<file path="config.mk">
export PLATFORM = sky130hd
export DESIGN_NAME = taf_toggle_cmd
export DESIGN_NICKNAME = d
export VERILOG_FILES = /design/src/hw/taf_cycle_timer.v /design/src/hw/taf_crc16_serial.v /design/src/hw/taf_toggle_cmd.v
export VERILOG_INCLUDE_DIRS = /design/src /design/src/hw
export SDC_FILE = /design/constraint.sdc
export NUM_CORES = 1
export LEC_CHECK = 0
export BUFFER_PORTS_ARGS = -buffer_cell sky130_fd_sc_hd__buf_2
export CAP_MARGIN = 0
export CORE_ASPECT_RATIO = 2
export CORE_MARGIN = 5
export CORE_UTILIZATION = 50
export DETAILED_ROUTE_END_ITERATION = 8
export GPL_ROUTABILITY_DRIVEN = 0
export PLACE_DENSITY = 0.81
export REMOVE_ABC_BUFFERS = 1
export SETUP_SLACK_MARGIN = 0.15
export SLEW_MARGIN = 20
export SYNTH_ARGS = -nofsm -noshare
export SYNTH_HDL_FRONTEND = slang
export SYNTH_HIERARCHICAL = 1
export SYNTH_SLANG_ARGS = --single-unit
</file>
<file path="constraint.sdc">
create_clock -name core_clk -period 6.1 [get_ports core_clk]
set_input_delay 1.22 -clock core_clk [delete_from_list [all_inputs] [get_ports core_clk]]
set_output_delay 1.22 -clock core_clk [all_outputs]
set_load 0.1 [all_outputs]
</file>
<file path="src/hw/taf_defs.vh">
// Constants for the tag feature-word command interpreter
`ifndef TAF_DEFS_VH
`define TAF_DEFS_VH

// Toggle command coding
`define TAF_OPC_TOGGLE 16'hE007
`define TAF_RFU_ZERO 8'h00
// Feature word placement in the EPC bank
`define TAF_BANK_EPC 2'h1
`define TAF_FW_ADDR 16'h0200
`define TAF_ALARM_ADDR 16'h020F
`define TAF_FW_RESET 16'h0000
`define TAF_FW_WRITABLE 16'h0001
`define TAF_ALARM_BIT 0
// Protocol states reported by the surrounding tag state machine
`define TAF_ST_READY 3'h0
`define TAF_ST_ARB 3'h1
`define TAF_ST_REPLY 3'h2
`define TAF_ST_ACK 3'h3
`define TAF_ST_OPEN 3'h4
`define TAF_ST_SECURED 3'h5
`define TAF_ST_KILLED 3'h6
// Side limits on standard commands
`define TAF_BW_MAX_WORDS 8'h02
`define TAF_RECOM_ONLY 3'h4
// Error codes in the standard error reply
`define TAF_ERR_OTHER 8'h00
`define TAF_ERR_NONSPEC 8'h0F
// CRC-16 engine
`define TAF_CRC_POLY 16'h1021
`define TAF_CRC_PRESET 16'hFFFF
`define TAF_LEN_OK 6'h21
`define TAF_LEN_ERR 6'h19
// Timing
`define TAF_CLK_MHZ 10
`define TAF_REPLY_LIMIT_US 20000
`define TAF_CRC_MARGIN 64
`define TAF_WRITE_CYC 30000
`define TAF_BLANK_WRITE_CYC 10000

`endif

</file>
<file path="src/hw/taf_cycle_timer.v">
// Down-counting cycle timer with a one-cycle expiry pulse
`timescale 1ns/1ns
`default_nettype none
module taf_cycle_timer #(
  parameter W = 18
) (
  input wire core_clk, // System clock
  input wire sys_rst, // Synchronous reset, active high
  input wire ce, // Clock enable
  input wire start, // Load and start counting
  input wire abort, // Stop without expiry
  input wire [W-1:0] load, // Cycles to run
  output reg done_ff, // Expiry pulse
  output reg busy_ff // Counting
);

  reg [W-1:0] cnt_ff;

  // Start wins over abort so a restart is never lost
  always @(posedge core_clk)
  begin
    if (sys_rst)
    begin
      cnt_ff <= {W{1'b0}};
      busy_ff <= 1'b0;
      done_ff <= 1'b0;
    end
    else if (ce)
    begin
      done_ff <= 1'b0;
      if (start)
      begin
        cnt_ff <= load;
        busy_ff <= 1'b1;
      end
      else if (abort)
        busy_ff <= 1'b0;
      else if (busy_ff)
      begin
        if (cnt_ff <= {{(W-1){1'b0}}, 1'b1})
        begin
          busy_ff <= 1'b0;
          done_ff <= 1'b1;
        end
        else
          cnt_ff <= cnt_ff - {{(W-1){1'b0}}, 1'b1};
      end
    end
  end

endmodule
`default_nettype wire

</file>
<file path="src/hw/taf_crc16_serial.v">
// Bit-serial CRC-16 over up to 33 bits, MSB first
`timescale 1ns/1ns
`default_nettype none
`include "taf_defs.vh"
module taf_crc16_serial (
  input wire core_clk, // System clock
  input wire sys_rst, // Synchronous reset, active high
  input wire ce, // Clock enable
  input wire start, // Load data and begin
  input wire [32:0] data, // Bits, first bit at the top
  input wire [5:0] len, // Number of bits to cover
  output reg [15:0] crc_ff, // Finished CRC, ones complement
  output reg done_ff // Result valid pulse
);

  reg [32:0] shift_ff;
  reg [5:0] cnt_ff;
  reg [15:0] acc_ff;
  reg run_ff;
  wire fb;

  assign fb = acc_ff[15] ^ shift_ff[32];

  // One bit per cycle keeps the engine to a single register row
  always @(posedge core_clk)
  begin
    if (sys_rst)
    begin
      shift_ff <= 33'h000000000;
      cnt_ff <= 6'h00;
      acc_ff <= `TAF_CRC_PRESET;
      run_ff <= 1'b0;
      crc_ff <= 16'h0000;
      done_ff <= 1'b0;
    end
    else if (ce)
    begin
      done_ff <= 1'b0;
      if (start)
      begin
        shift_ff <= data;
        cnt_ff <= len;
        acc_ff <= `TAF_CRC_PRESET;
        run_ff <= 1'b1;
      end
      else if (run_ff)
      begin
        shift_ff <= {shift_ff[31:0], 1'b0};
        acc_ff <= {acc_ff[14:0], 1'b0} ^ (fb ? `TAF_CRC_POLY : 16'h0000);
        cnt_ff <= cnt_ff - 6'h01;
        if (cnt_ff == 6'h01)
        begin
          run_ff <= 1'b0;
          done_ff <= 1'b1;
          crc_ff <= ~({acc_ff[14:0], 1'b0} ^ (fb ? `TAF_CRC_POLY : 16'h0000));
        end
      end
    end
  end

endmodule
`default_nettype wire

</file>
<file path="src/hw/taf_toggle_cmd.v">
// Feature-word toggle command interpreter with alarm, USER_MEMORY_INDICATOR and side checks
`timescale 1ns/1ns
`default_nettype none
`include "taf_defs.vh"
module taf_toggle_cmd #(
  parameter WRITE_CYC = `TAF_WRITE_CYC,
  parameter BLANK_WRITE_CYC = `TAF_BLANK_WRITE_CYC,
  parameter REPLY_LIMIT_CYC = `TAF_REPLY_LIMIT_US * `TAF_CLK_MHZ
) (
  input wire core_clk, // System clock, 10 MHz
  input wire sys_rst, // Synchronous reset, active high
  input wire ce, // Clock enable, freezes all state when low
  input wire cmdValid, // Decoded command with good CRC, pulse
  input wire [15:0] cmdOpcode, // Command opcode
  input wire [7:0] cmdRfu, // Reserved field
  input wire [15:0] cmdData, // Toggle bits as received
  input wire [15:0] cmdCoverRn, // Cover-code random number
  input wire cmdCoverEn, // Toggle bits are cover-coded
  input wire [15:0] cmdHandle, // Handle carried by the command
  input wire [15:0] tagHandle, // Handle owned by the tag
  input wire [2:0] tagState, // Protocol state
  input wire accessPwdNonzero, // Stored access password is nonzero
  input wire nvmFault, // Nonvolatile write failed
  input wire rdReq, // Read request pulse
  input wire [1:0] rdBank, // Read bank
  input wire [15:0] rdBitAddr, // Read bit address
  input wire selReq, // Select request pulse
  input wire [1:0] selBank, // Select bank
  input wire [15:0] selPtr, // Select bit pointer
  input wire selMaskBit, // One-bit select mask
  input wire bwReq, // Block-write check pulse
  input wire [7:0] bwWordCount, // Block-write word count
  input wire killReq, // Recommission check pulse
  input wire [2:0] killRecom, // Recommission bits, MSB is the mandatory one
  input wire umiWr, // Reader writes the USER_MEMORY_INDICATOR bit, pulse
  input wire umiWrData, // USER_MEMORY_INDICATOR value to store
  output reg [15:0] featureWord_ff, // Stored feature control word
  output reg umiBit_ff, // Stored user-memory indicator
  output reg replyValid_ff, // Reply ready, pulse
  output reg replyErr_ff, // Reply is an error reply (header 1)
  output reg [15:0] replyStatus_ff, // Feature word, or error code in low byte
  output reg [15:0] replyHandle_ff, // Handle in the reply
  output reg [15:0] replyCrc_ff, // Reply CRC-16
  output reg toArbitrate_ff, // Tag must move to arbitrate, pulse
  output reg rdHit_ff, // Read addressed the feature word, pulse
  output reg [15:0] rdData_ff, // Read data
  output reg selHit_ff, // Select pointed at the alarm bit, pulse
  output reg selMatch_ff, // Alarm bit matched the mask
  output reg bwAccept_ff, // Block-write count accepted, pulse
  output reg bwReject_ff, // Block-write count refused, pulse
  output reg killAccept_ff, // Recommission accepted, pulse
  output reg killReject_ff, // Recommission refused, pulse
  output reg busy_ff // Toggle command in progress
);

  localparam S_IDLE = 3'b001;
  localparam S_WRITE = 3'b010;
  localparam S_CRC = 3'b100;
  // Counts are worked out at full width, then cut to the timer width on purpose
  localparam integer DEADLINE_FULL = REPLY_LIMIT_CYC - `TAF_CRC_MARGIN;
  localparam integer WRITE_FULL = WRITE_CYC;
  localparam integer BLANK_FULL = BLANK_WRITE_CYC;
  localparam [17:0] DEADLINE_LOAD = DEADLINE_FULL[17:0];
  localparam [17:0] WRITE_LOAD = WRITE_FULL[17:0];
  localparam [17:0] BLANK_LOAD = BLANK_FULL[17:0];

  reg [2:0] state_ff;
  reg [2:0] nxt_state;
  reg [15:0] pendWord_ff;
  reg [15:0] nxt_pendWord;
  reg pendErr_ff;
  reg nxt_pendErr;
  reg [7:0] errCode_ff;
  reg [7:0] nxt_errCode;
  reg [15:0] nxt_featureWord;
  reg nxt_toArbitrate;
  reg [15:0] heldChange_ff;
  reg crcKick_ff;
  reg wrStart;
  reg wrAbort;
  reg [17:0] wrLoad;
  reg dlStart;
  wire [15:0] toggleBits;
  wire [15:0] changeBits;
  wire handleOk;
  wire isToggle;
  wire wrDone;
  wire dlDone;
  wire crcDone;
  wire [15:0] crcOut;
  wire [32:0] crcData;
  wire [5:0] crcLen;

  // Undo the optional cover code, then keep only the bits the tag may change
  assign toggleBits = cmdData ^ (cmdCoverEn ? cmdCoverRn : 16'h0000);
  assign changeBits = toggleBits & `TAF_FW_WRITABLE;
  assign handleOk = (cmdHandle == tagHandle);
  assign isToggle = cmdValid && (cmdOpcode == `TAF_OPC_TOGGLE);

  // Header, word, handle in order; an error reply carries code and handle
  assign crcData = pendErr_ff ? {1'b1, errCode_ff, tagHandle, 8'h00} : {1'b0, pendWord_ff, tagHandle};
  assign crcLen = pendErr_ff ? `TAF_LEN_ERR : `TAF_LEN_OK;

  // Nonvolatile write time
  taf_cycle_timer #(
    .W(18)
  ) uWriteTimer (
    .core_clk(core_clk),
    .sys_rst(sys_rst),
    .ce(ce),
    .start(wrStart),
    .abort(wrAbort),
    .load(wrLoad),
    .done_ff(wrDone),
    .busy_ff()
  );

  // Reply deadline counted from the command
  taf_cycle_timer #(
    .W(18)
  ) uDeadline (
    .core_clk(core_clk),
    .sys_rst(sys_rst),
    .ce(ce),
    .start(dlStart),
    .abort(1'b0),
    .load(DEADLINE_LOAD),
    .done_ff(dlDone),
    .busy_ff()
  );

  taf_crc16_serial uCrc (
    .core_clk(core_clk),
    .sys_rst(sys_rst),
    .ce(ce),
    .start(crcKick_ff),
    .data(crcData),
    .len(crcLen),
    .crc_ff(crcOut),
    .done_ff(crcDone)
  );

  // Toggle command sequencing
  always @*
  begin
    nxt_state = state_ff;
    nxt_pendWord = pendWord_ff;
    nxt_pendErr = pendErr_ff;
    nxt_errCode = errCode_ff;
    nxt_featureWord = featureWord_ff;
    nxt_toArbitrate = 1'b0;
    wrStart = 1'b0;
    wrAbort = 1'b0;
    wrLoad = WRITE_LOAD;
    dlStart = 1'b0;
    case (state_ff)
      S_IDLE:
      begin
        if (isToggle)
        begin
          nxt_pendWord = featureWord_ff;
          nxt_pendErr = 1'b0;
          if (tagState == `TAF_ST_ARB || tagState == `TAF_ST_REPLY || tagState == `TAF_ST_ACK)
            nxt_toArbitrate = 1'b1;
          else if (tagState == `TAF_ST_OPEN && handleOk)
          begin
            if (cmdRfu != `TAF_RFU_ZERO)
            begin
              nxt_pendErr = 1'b1;
              nxt_errCode = `TAF_ERR_OTHER;
            end
            // Open state never writes: unchanged word goes out at once
            nxt_state = S_CRC;
          end
          else if (tagState == `TAF_ST_SECURED && handleOk)
          begin
            if (cmdRfu != `TAF_RFU_ZERO)
            begin
              nxt_pendErr = 1'b1;
              nxt_errCode = `TAF_ERR_OTHER;
              nxt_state = S_CRC;
            end
            else if (changeBits != 16'h0000 && accessPwdNonzero)
            begin
              // A blank word takes the quicker write
              wrLoad = (featureWord_ff == 16'h0000) ? BLANK_LOAD : WRITE_LOAD;
              wrStart = 1'b1;
              dlStart = 1'b1;
              nxt_state = S_WRITE;
            end
            else
              nxt_state = S_CRC;
          end
          else if (tagState == `TAF_ST_SECURED)
            nxt_state = S_IDLE;
          // Ready, killed, or open with a wrong handle: nothing at all
        end
      end
      S_WRITE:
      begin
        if (wrDone)
        begin
          if (nvmFault)
          begin
            nxt_pendErr = 1'b1;
            nxt_errCode = `TAF_ERR_NONSPEC;
          end
          else
          begin
            nxt_featureWord = featureWord_ff ^ heldChange_ff;
            nxt_pendWord = nxt_featureWord;
          end
          nxt_state = S_CRC;
        end
        else if (dlDone)
        begin
          // Missing the deadline is reported instead of a late success
          wrAbort = 1'b1;
          nxt_pendErr = 1'b1;
          nxt_errCode = `TAF_ERR_NONSPEC;
          nxt_state = S_CRC;
        end
      end
      S_CRC:
      begin
        if (crcDone)
          nxt_state = S_IDLE;
      end
      default:
        nxt_state = S_IDLE;
    endcase
  end

  // Change mask is held through the write, as the command fields move on;
  // the CRC starts one cycle after the reply contents settle
  always @(posedge core_clk)
  begin
    if (sys_rst)
    begin
      state_ff <= S_IDLE;
      pendWord_ff <= `TAF_FW_RESET;
      pendErr_ff <= 1'b0;
      errCode_ff <= `TAF_ERR_OTHER;
      featureWord_ff <= `TAF_FW_RESET;
      heldChange_ff <= 16'h0000;
      crcKick_ff <= 1'b0;
      toArbitrate_ff <= 1'b0;
      replyValid_ff <= 1'b0;
      replyErr_ff <= 1'b0;
      replyStatus_ff <= 16'h0000;
      replyHandle_ff <= 16'h0000;
      replyCrc_ff <= 16'h0000;
      busy_ff <= 1'b0;
    end
    else if (ce)
    begin
      state_ff <= nxt_state;
      pendWord_ff <= nxt_pendWord;
      pendErr_ff <= nxt_pendErr;
      errCode_ff <= nxt_errCode;
      featureWord_ff <= nxt_featureWord;
      toArbitrate_ff <= nxt_toArbitrate;
      busy_ff <= (nxt_state != S_IDLE);
      if (wrStart)
        heldChange_ff <= changeBits;
      crcKick_ff <= (nxt_state == S_CRC) && (state_ff != S_CRC);
      replyValid_ff <= crcDone;
      if (crcDone)
      begin
        replyErr_ff <= pendErr_ff;
        replyStatus_ff <= pendErr_ff ? {8'h00, errCode_ff} : pendWord_ff;
        replyHandle_ff <= tagHandle;
        replyCrc_ff <= crcOut;
      end
    end
  end

  // Side checks on standard commands, read and select paths
  always @(posedge core_clk)
  begin
    if (sys_rst)
    begin
      umiBit_ff <= 1'b0;
      rdHit_ff <= 1'b0;
      rdData_ff <= 16'h0000;
      selHit_ff <= 1'b0;
      selMatch_ff <= 1'b0;
      bwAccept_ff <= 1'b0;
      bwReject_ff <= 1'b0;
      killAccept_ff <= 1'b0;
      killReject_ff <= 1'b0;
    end
    else if (ce)
    begin
      if (umiWr)
        umiBit_ff <= umiWrData;
      rdHit_ff <= rdReq && rdBank == `TAF_BANK_EPC && rdBitAddr == `TAF_FW_ADDR;
      if (rdReq)
        rdData_ff <= featureWord_ff;
      selHit_ff <= selReq && selBank == `TAF_BANK_EPC && selPtr == `TAF_ALARM_ADDR;
      if (selReq)
        selMatch_ff <= featureWord_ff[`TAF_ALARM_BIT] == selMaskBit;
      bwAccept_ff <= bwReq && bwWordCount <= `TAF_BW_MAX_WORDS;
      bwReject_ff <= bwReq && bwWordCount > `TAF_BW_MAX_WORDS;
      killAccept_ff <= killReq && killRecom == `TAF_RECOM_ONLY;
      killReject_ff <= killReq && killRecom != `TAF_RECOM_ONLY;
    end
  end

endmodule
`default_nettype wire

</file>
==> Word level (Yosys, flattened, before mapping) <==
Cells that the tools add are included.
{ "classes": {"n_addsub": 3, "mul": 0, "n_div": 0, "n_lt_le_gt_ge": 4, "n_eq_ne": 31, "n_shift": 0, "mux": 92, "n_bitwise": 7, "n_reduce_logical": 34} }
{ "op_table": {"columns": ["cell", "n"], "rows": [
  ["$mux W18", 7],
  ["$mux W15", 8],
  ["$mux W33", 3],
  ["$mux W16", 6],
  ["$mux W8", 8],
  ["$mux W1", 42],
  ["$le A18 B1 Y1 const B", 2],
  ["$sub A18 B1 Y18 const B", 2],
  ["$eq A16 B10 Y1 const B", 2],
  ["$pmux W16 S2", 1],
  ["$mux W3", 10],
  ["$mux W6", 3],
  ["$eq A16 B16 Y1", 1],
  ["$eq A16 B16 Y1 const B", 1],
  ["$logic_not A16 Y1", 1],
  ["$not A16 Y16", 1],
  ["$pmux W8 S2", 1],
  ["$xor A16 B1 Y16", 1],
  ["$xor A16 B16 Y16", 1],
  ["$eq A3 B3 Y1 const B", 5],
  ["$logic_and A1 B1 Y1", 13],
  ["$mux W13", 1],
  ["$ne A2 B2 Y1 const B", 6],
  ["$ne A3 B3 Y1 const B", 4],
  ["22 further kinds", 41]
]} }
{ "word_totals": {"ff_bits": 235, "latchBits": 0, "mem_bits_rw": 0, "rom_bits": 0, "in_bits": 152, "output_inout_bits": 92, "wordCells": 206, "n_memories": 0} }

==> Logic depth before layout (Yosys ltp) <==
{ "logic_depth": {"word_depth": 12, "mapped_depth": 11, "ltp_nobuf": 10} }

==> Cells and area by module <==
Netlist, hierarchy kept.
{ "by_module_without_submodules": {"columns": ["mod", "instances", "cells_each", "area_per_inst_um2", "seq_area_each_um2"], "rows": [
  ["taf_toggle_cmd", 1, 408, 3151.8, 1121.1],
  ["taf_crc16_serial", 1, 324, 3144.3, 1461.4],
  ["taf_cycle_timer", 2, 176, 1267.5, 400.4]
]} }

==> Least setup slack after synthesis <==
No wires, ideal clock.
{ "synth_path": {"path_kind": "input -> register", "from": "in cmdOpcode[6]", "to": "reg uDeadline.cnt_ff[13]", "setup_ns": 0.134, "t_arrival_ns": 3.134, "required_time_ns": 5.966, "path_slack_ns": 2.832, "cell_stages": 10, "n_path_buf": 2, "cell_sequence": "nor4_2 nand4_1 nor3_2 nand4_2 inv_1 clkbuf_1 clkbuf_1 nor2_1 o21ai_0 a21oi_1"} }
{ "synth_via": {"elab_chain_cells": 6, "word_cells_on_any_way": 8, "classes_between": "eq/ne (2); mux (3); reduce/logical (3)"} }
{ "synth_lines": {"columns": ["element", "line", "text"], "rows": [
  ["start, declared", "taf_toggle_cmd.v:14", "input wire [15:0] cmdOpcode,"],
  ["$eq A16 B16 Y1 (no line) *", null, null],
  ["$logic_and A1 B1 Y1 *", "taf_toggle_cmd.v:98", "assign isToggle = cmdValid && (cmdOpcode == `TAF_OPC_TOGGLE);"],
  ["$mux W1 *", "taf_toggle_cmd.v:159", "if (isToggle)"],
  ["$mux W1 *", "taf_toggle_cmd.v:156", "case (state_ff)"],
  ["via dlStart", "taf_toggle_cmd.v:82", "reg dlStart;"],
  ["$ne A2 B2 Y1 (no line) / $reduce_bool A2 Y1 (equally long branches)", null, null],
  ["$reduce_and A3 Y1 (no line)", null, null],
  ["end signal, assigned", "taf_cycle_timer.v:24", "cnt_ff <= {W{1'b0}};"],
  ["end signal, assigned", "taf_cycle_timer.v:33", "cnt_ff <= load;"],
  ["end signal, assigned", "taf_cycle_timer.v:46", "cnt_ff <= cnt_ff - {{(W-1){1'b0}}, 1'b1};"],
  ["end, declared", "taf_cycle_timer.v:17", "reg [W-1:0] cnt_ff;"]
]} }
Mark *: on every way through the listed nets, which the timed path passes. The rest lies on a longest branch.
A chain may end at the register's enable or synchronous reset.

==> Final worst setup path <==
{ "layout_path": {"from": "in cmdOpcode[9]", "to": "reg uDeadline.cnt_ff[16]"} }
Same word-level chain as after synthesis.

==> metrics.txt <==
Die Wd slightly above 100 um; warnings from Yosys 6; GRT Overall Usage 0.2090; Pre-Repair DR Iteration Count 7; Routed WL between 20 and 25 mm; pin count of the biggest net entering global routing 88; endpoint class of the critical path register; Worst-Margin Slew 1.034 ns; Worst Hold Launch replyCrc_ff[7]; Nets 1401; FMAX around 240 MHz; I/O Buffers 171; Hold Crit Class reg -> reg; Hold Path End replyCrc_ff[7]; clk_skew 0.009867 ns; vias in the first global route roughly 7900; critical path peak fanout ~40; worst endpoint required time 6.45 ns; Worst-path clk slew around 0.07 ns; Fin. Hold Viols 0; post-CTS setup buffer count 0; Startpoint Class input pin; Yosys reg bits 169; asr flop ratio synth 0; Ports approximately 240; Mapped Area approximately 9000 um2; Max IR drop VDD 0.0001909 V; worst r2r src state_ff[0]; dpl cell area about 9700 um2; Pwr Density 247.1 nW/um2; Syn Area/Cell 8.147 um2; Hold Path Stages 2; Clock Root Buffer clkbuf_16; RSZ-0062 raised after global routing no; setup TNS 0 ns; total number of vias 8186; outcome finished clean; TritonCTS clock tree built; area delta synth->final 16.08%; r2r endpoint uDeadline/cnt_ff[16]; P_leak ~4.0 nW; Antenna Nets Post-Route 0; Final Instance Area 10250 um2; Starting DRT DRC Count ~380; Site Rows 68; worst relative slew slack 0.3080; sequential area share after synthesis 0.3831; Power Total 2.533 mW; Crit Path Class in -> reg; die height 197.9 um; CTS Buf Count 17; max-cap viol count 0; Worst Path Arrival about 4.6 ns; CTS H-Tree Depth 4; fin crit period 4.252 ns; max-slew violations 0; Initial Utilization 0.5088; Final Setup Violations 0; Worst R2R Path Depth 10; GRT overflow 0; fin crit share 0.6971; vias per std cell 5.580; reg-to-reg setup timing slack 2.56 ns; core area 17360 um2; full die area 20580 um2; WL/cell 15.07 um; PostCTS Resize Cnt 0; Post-synth top flop dfxtp_1; CTS max path bufs 2; Mapped Cells 1084; clk_lat worst skew ~0.43 ns; # hold bufs at CTS 0; layout cells sized above 1 0.2062; Synth cell types 75; Post-route DRC 0; hpwl dp between 15 and 20 mm; clk sinks 169; first-pass GRT wire length 36.66 mm; count of flip-flops with a built-in enable after synthesis 0; initial antenna violation count 0
## where the power goes
part           internal, mW  switching [mW]
logic                0.0806           0.227
registers              1.12          0.0135
clock network         0.629           0.461
## cells in the final DEF, fill, tap and decap left out, types with 4 or more instances in the layout
cell and instances:
nand4_1 16, nor3_1 19, a22o_1 8, dfxtp_1 167, nor2_1 87, nor3b_1 5
nor4_1 17, nand3_1 13, a21oi_1 102, nand2_1 153, o211ai_1 5, nor2b_1 12
o21ai_0 51, a31oi_1 21, clkbuf_16 17, or4_4 6, or3_1 4, or4_1 7
o31ai_1 9, xnor2_1 18, buf_2 170, inv_1 17, nor4b_1 8, a211oi_1 53
mux2i_1 32, ha_1 6, o22ai_1 14, mux2_2 8, buf_4 9, and2_1 9
nand2b_1 23, o21a_1 4, conb_1 82
## worst max-delay path by stage
stage	slack, ns	end	start	cells after the start
2_1_floorplan	0.92	uDeadline/cnt_ff[16]	cmdOpcode[6]	9
3_3_place_gp	1.53	uDeadline/cnt_ff[16]	tagHandle[14]	11
3_5_place_dp	1.46	uDeadline/cnt_ff[16]	cmdOpcode[9]	11
4_1_cts	1.87	uDeadline/cnt_ff[16]	cmdOpcode[9]	11
5_1_grt	1.49	uDeadline/cnt_ff[16]	cmdOpcode[9]	11
6_report	1.85	uDeadline/cnt_ff[16]	cmdOpcode[9]	11
## registers in the layout, indices dropped and copies added, names as in the netlist, 2 cells and up
register	flops
uCrc/cnt_ff	6
replyStatus_ff	2
state_ff	3
uCrc/acc_ff	16
uCrc/crc_ff	16
uDeadline/cnt_ff	18
uWriteTimer/cnt_ff	18
uCrc/shift_ff	33
replyCrc_ff	16
replyHandle_ff	16
## cell type report
cell class / count / area, um2
clock buffer: 19 / 452.9
multi-input combinational: 858 / 5017
sequential: 169 / 3386
timing repair buffer: 179 / 918.4
inverter: 18 / 67.56
antenna: 1 / 2.502
tap: 210 / 262.8
fill: 1525 / 7106
clock inverter: 13 / 143.9
## synth_stat cells (4+ instances only)
cell type  count  area share
and2_1         9      0.0064
mux2i_1       32       0.036
o211ai_1       5      0.0043
a31oi_1       21       0.015
nor3_1        19       0.011
o21a_1         5      0.0043
nor3b_1        5      0.0043
buf_1          5      0.0021
or3_1          4      0.0028
ha_1           6      0.0085
nand2b_1      23       0.016
buf_4         47       0.040
nor4b_1        8      0.0079
or4_1          7      0.0060
o22ai_1       14      0.0099
nand3_1       13      0.0074
a22o_1         8      0.0079
o21ai_0       51       0.029
mux2_2         8       0.010
buf_2         15      0.0085
or4_4          6      0.0077
nand2_1      154       0.065
inv_1         18      0.0077
clkbuf_1      48       0.020
a211oi_1      53       0.045
a21oi_1      104       0.059
nor2b_1       12      0.0085
xnor2_1       18       0.018
nand4_1       16       0.011
dfxtp_1      169        0.38
nor2_1        87       0.037
nor4_1        17       0.012
o31ai_1        9      0.0077
## cells by family (layout without fill, tap and decap cells)
| group | Yosys count | after routing | share of synthesized area |
|---|---|---|---|
| muxes | 40 | 40 | 0.04647 |
| DFF | 169 | 169 | 0.3831 |
| other | 2 | 83 | 0.0008504 |
| buffers and inverters | 137 | 229 | 0.08402 |
| adders and majority gates | 6 | 6 | 0.008501 |
| xor gates and xnor gates | 22 | 22 | 0.02494 |
| AOI/OAI and AO/OA | 295 | 295 | 0.2084 |
| and+or+nand+nor | 413 | 413 | 0.2437 |
## per-layer routing
metal / up-vias / track usage / wire length, um
met5: - / 0 / 0
met2: 248 / 0.3970 / 12350
met3: 44 / 0.03719 / 1126
met1: 3832 / 0.2217 / 8041
li1: 4062 / - / -
met4: 0 / 0.09270 / 594
## metrics by stage
step           instances  utilization  hold slack (ns)  setup WS (ns)
3_3_place_gp        1434       0.5559           0.4377          1.535
4_1_cts             1466       0.5904           0.4523          1.873
2_1_floorplan       1045            -           0.4223         0.9153
5_1_grt             1466       0.5905           0.4658          1.485
6_report            1467       0.5906           0.4499          1.848
3_5_place_dp        1434       0.5560           0.4432          1.456
## worst max-delay path: stages
cell      delay, ns
buf_2          0.09
nor4bb_1       0.44
nand3_1        0.20
nor3_2         0.33
nand4_2        0.24
inv_2          0.53
nor4_1         0.15
nor4b_1        0.22
a21oi_2        0.73
a21oi_1        0.18
a211oi_2       0.22
Power figures use the tool's default switching activity.
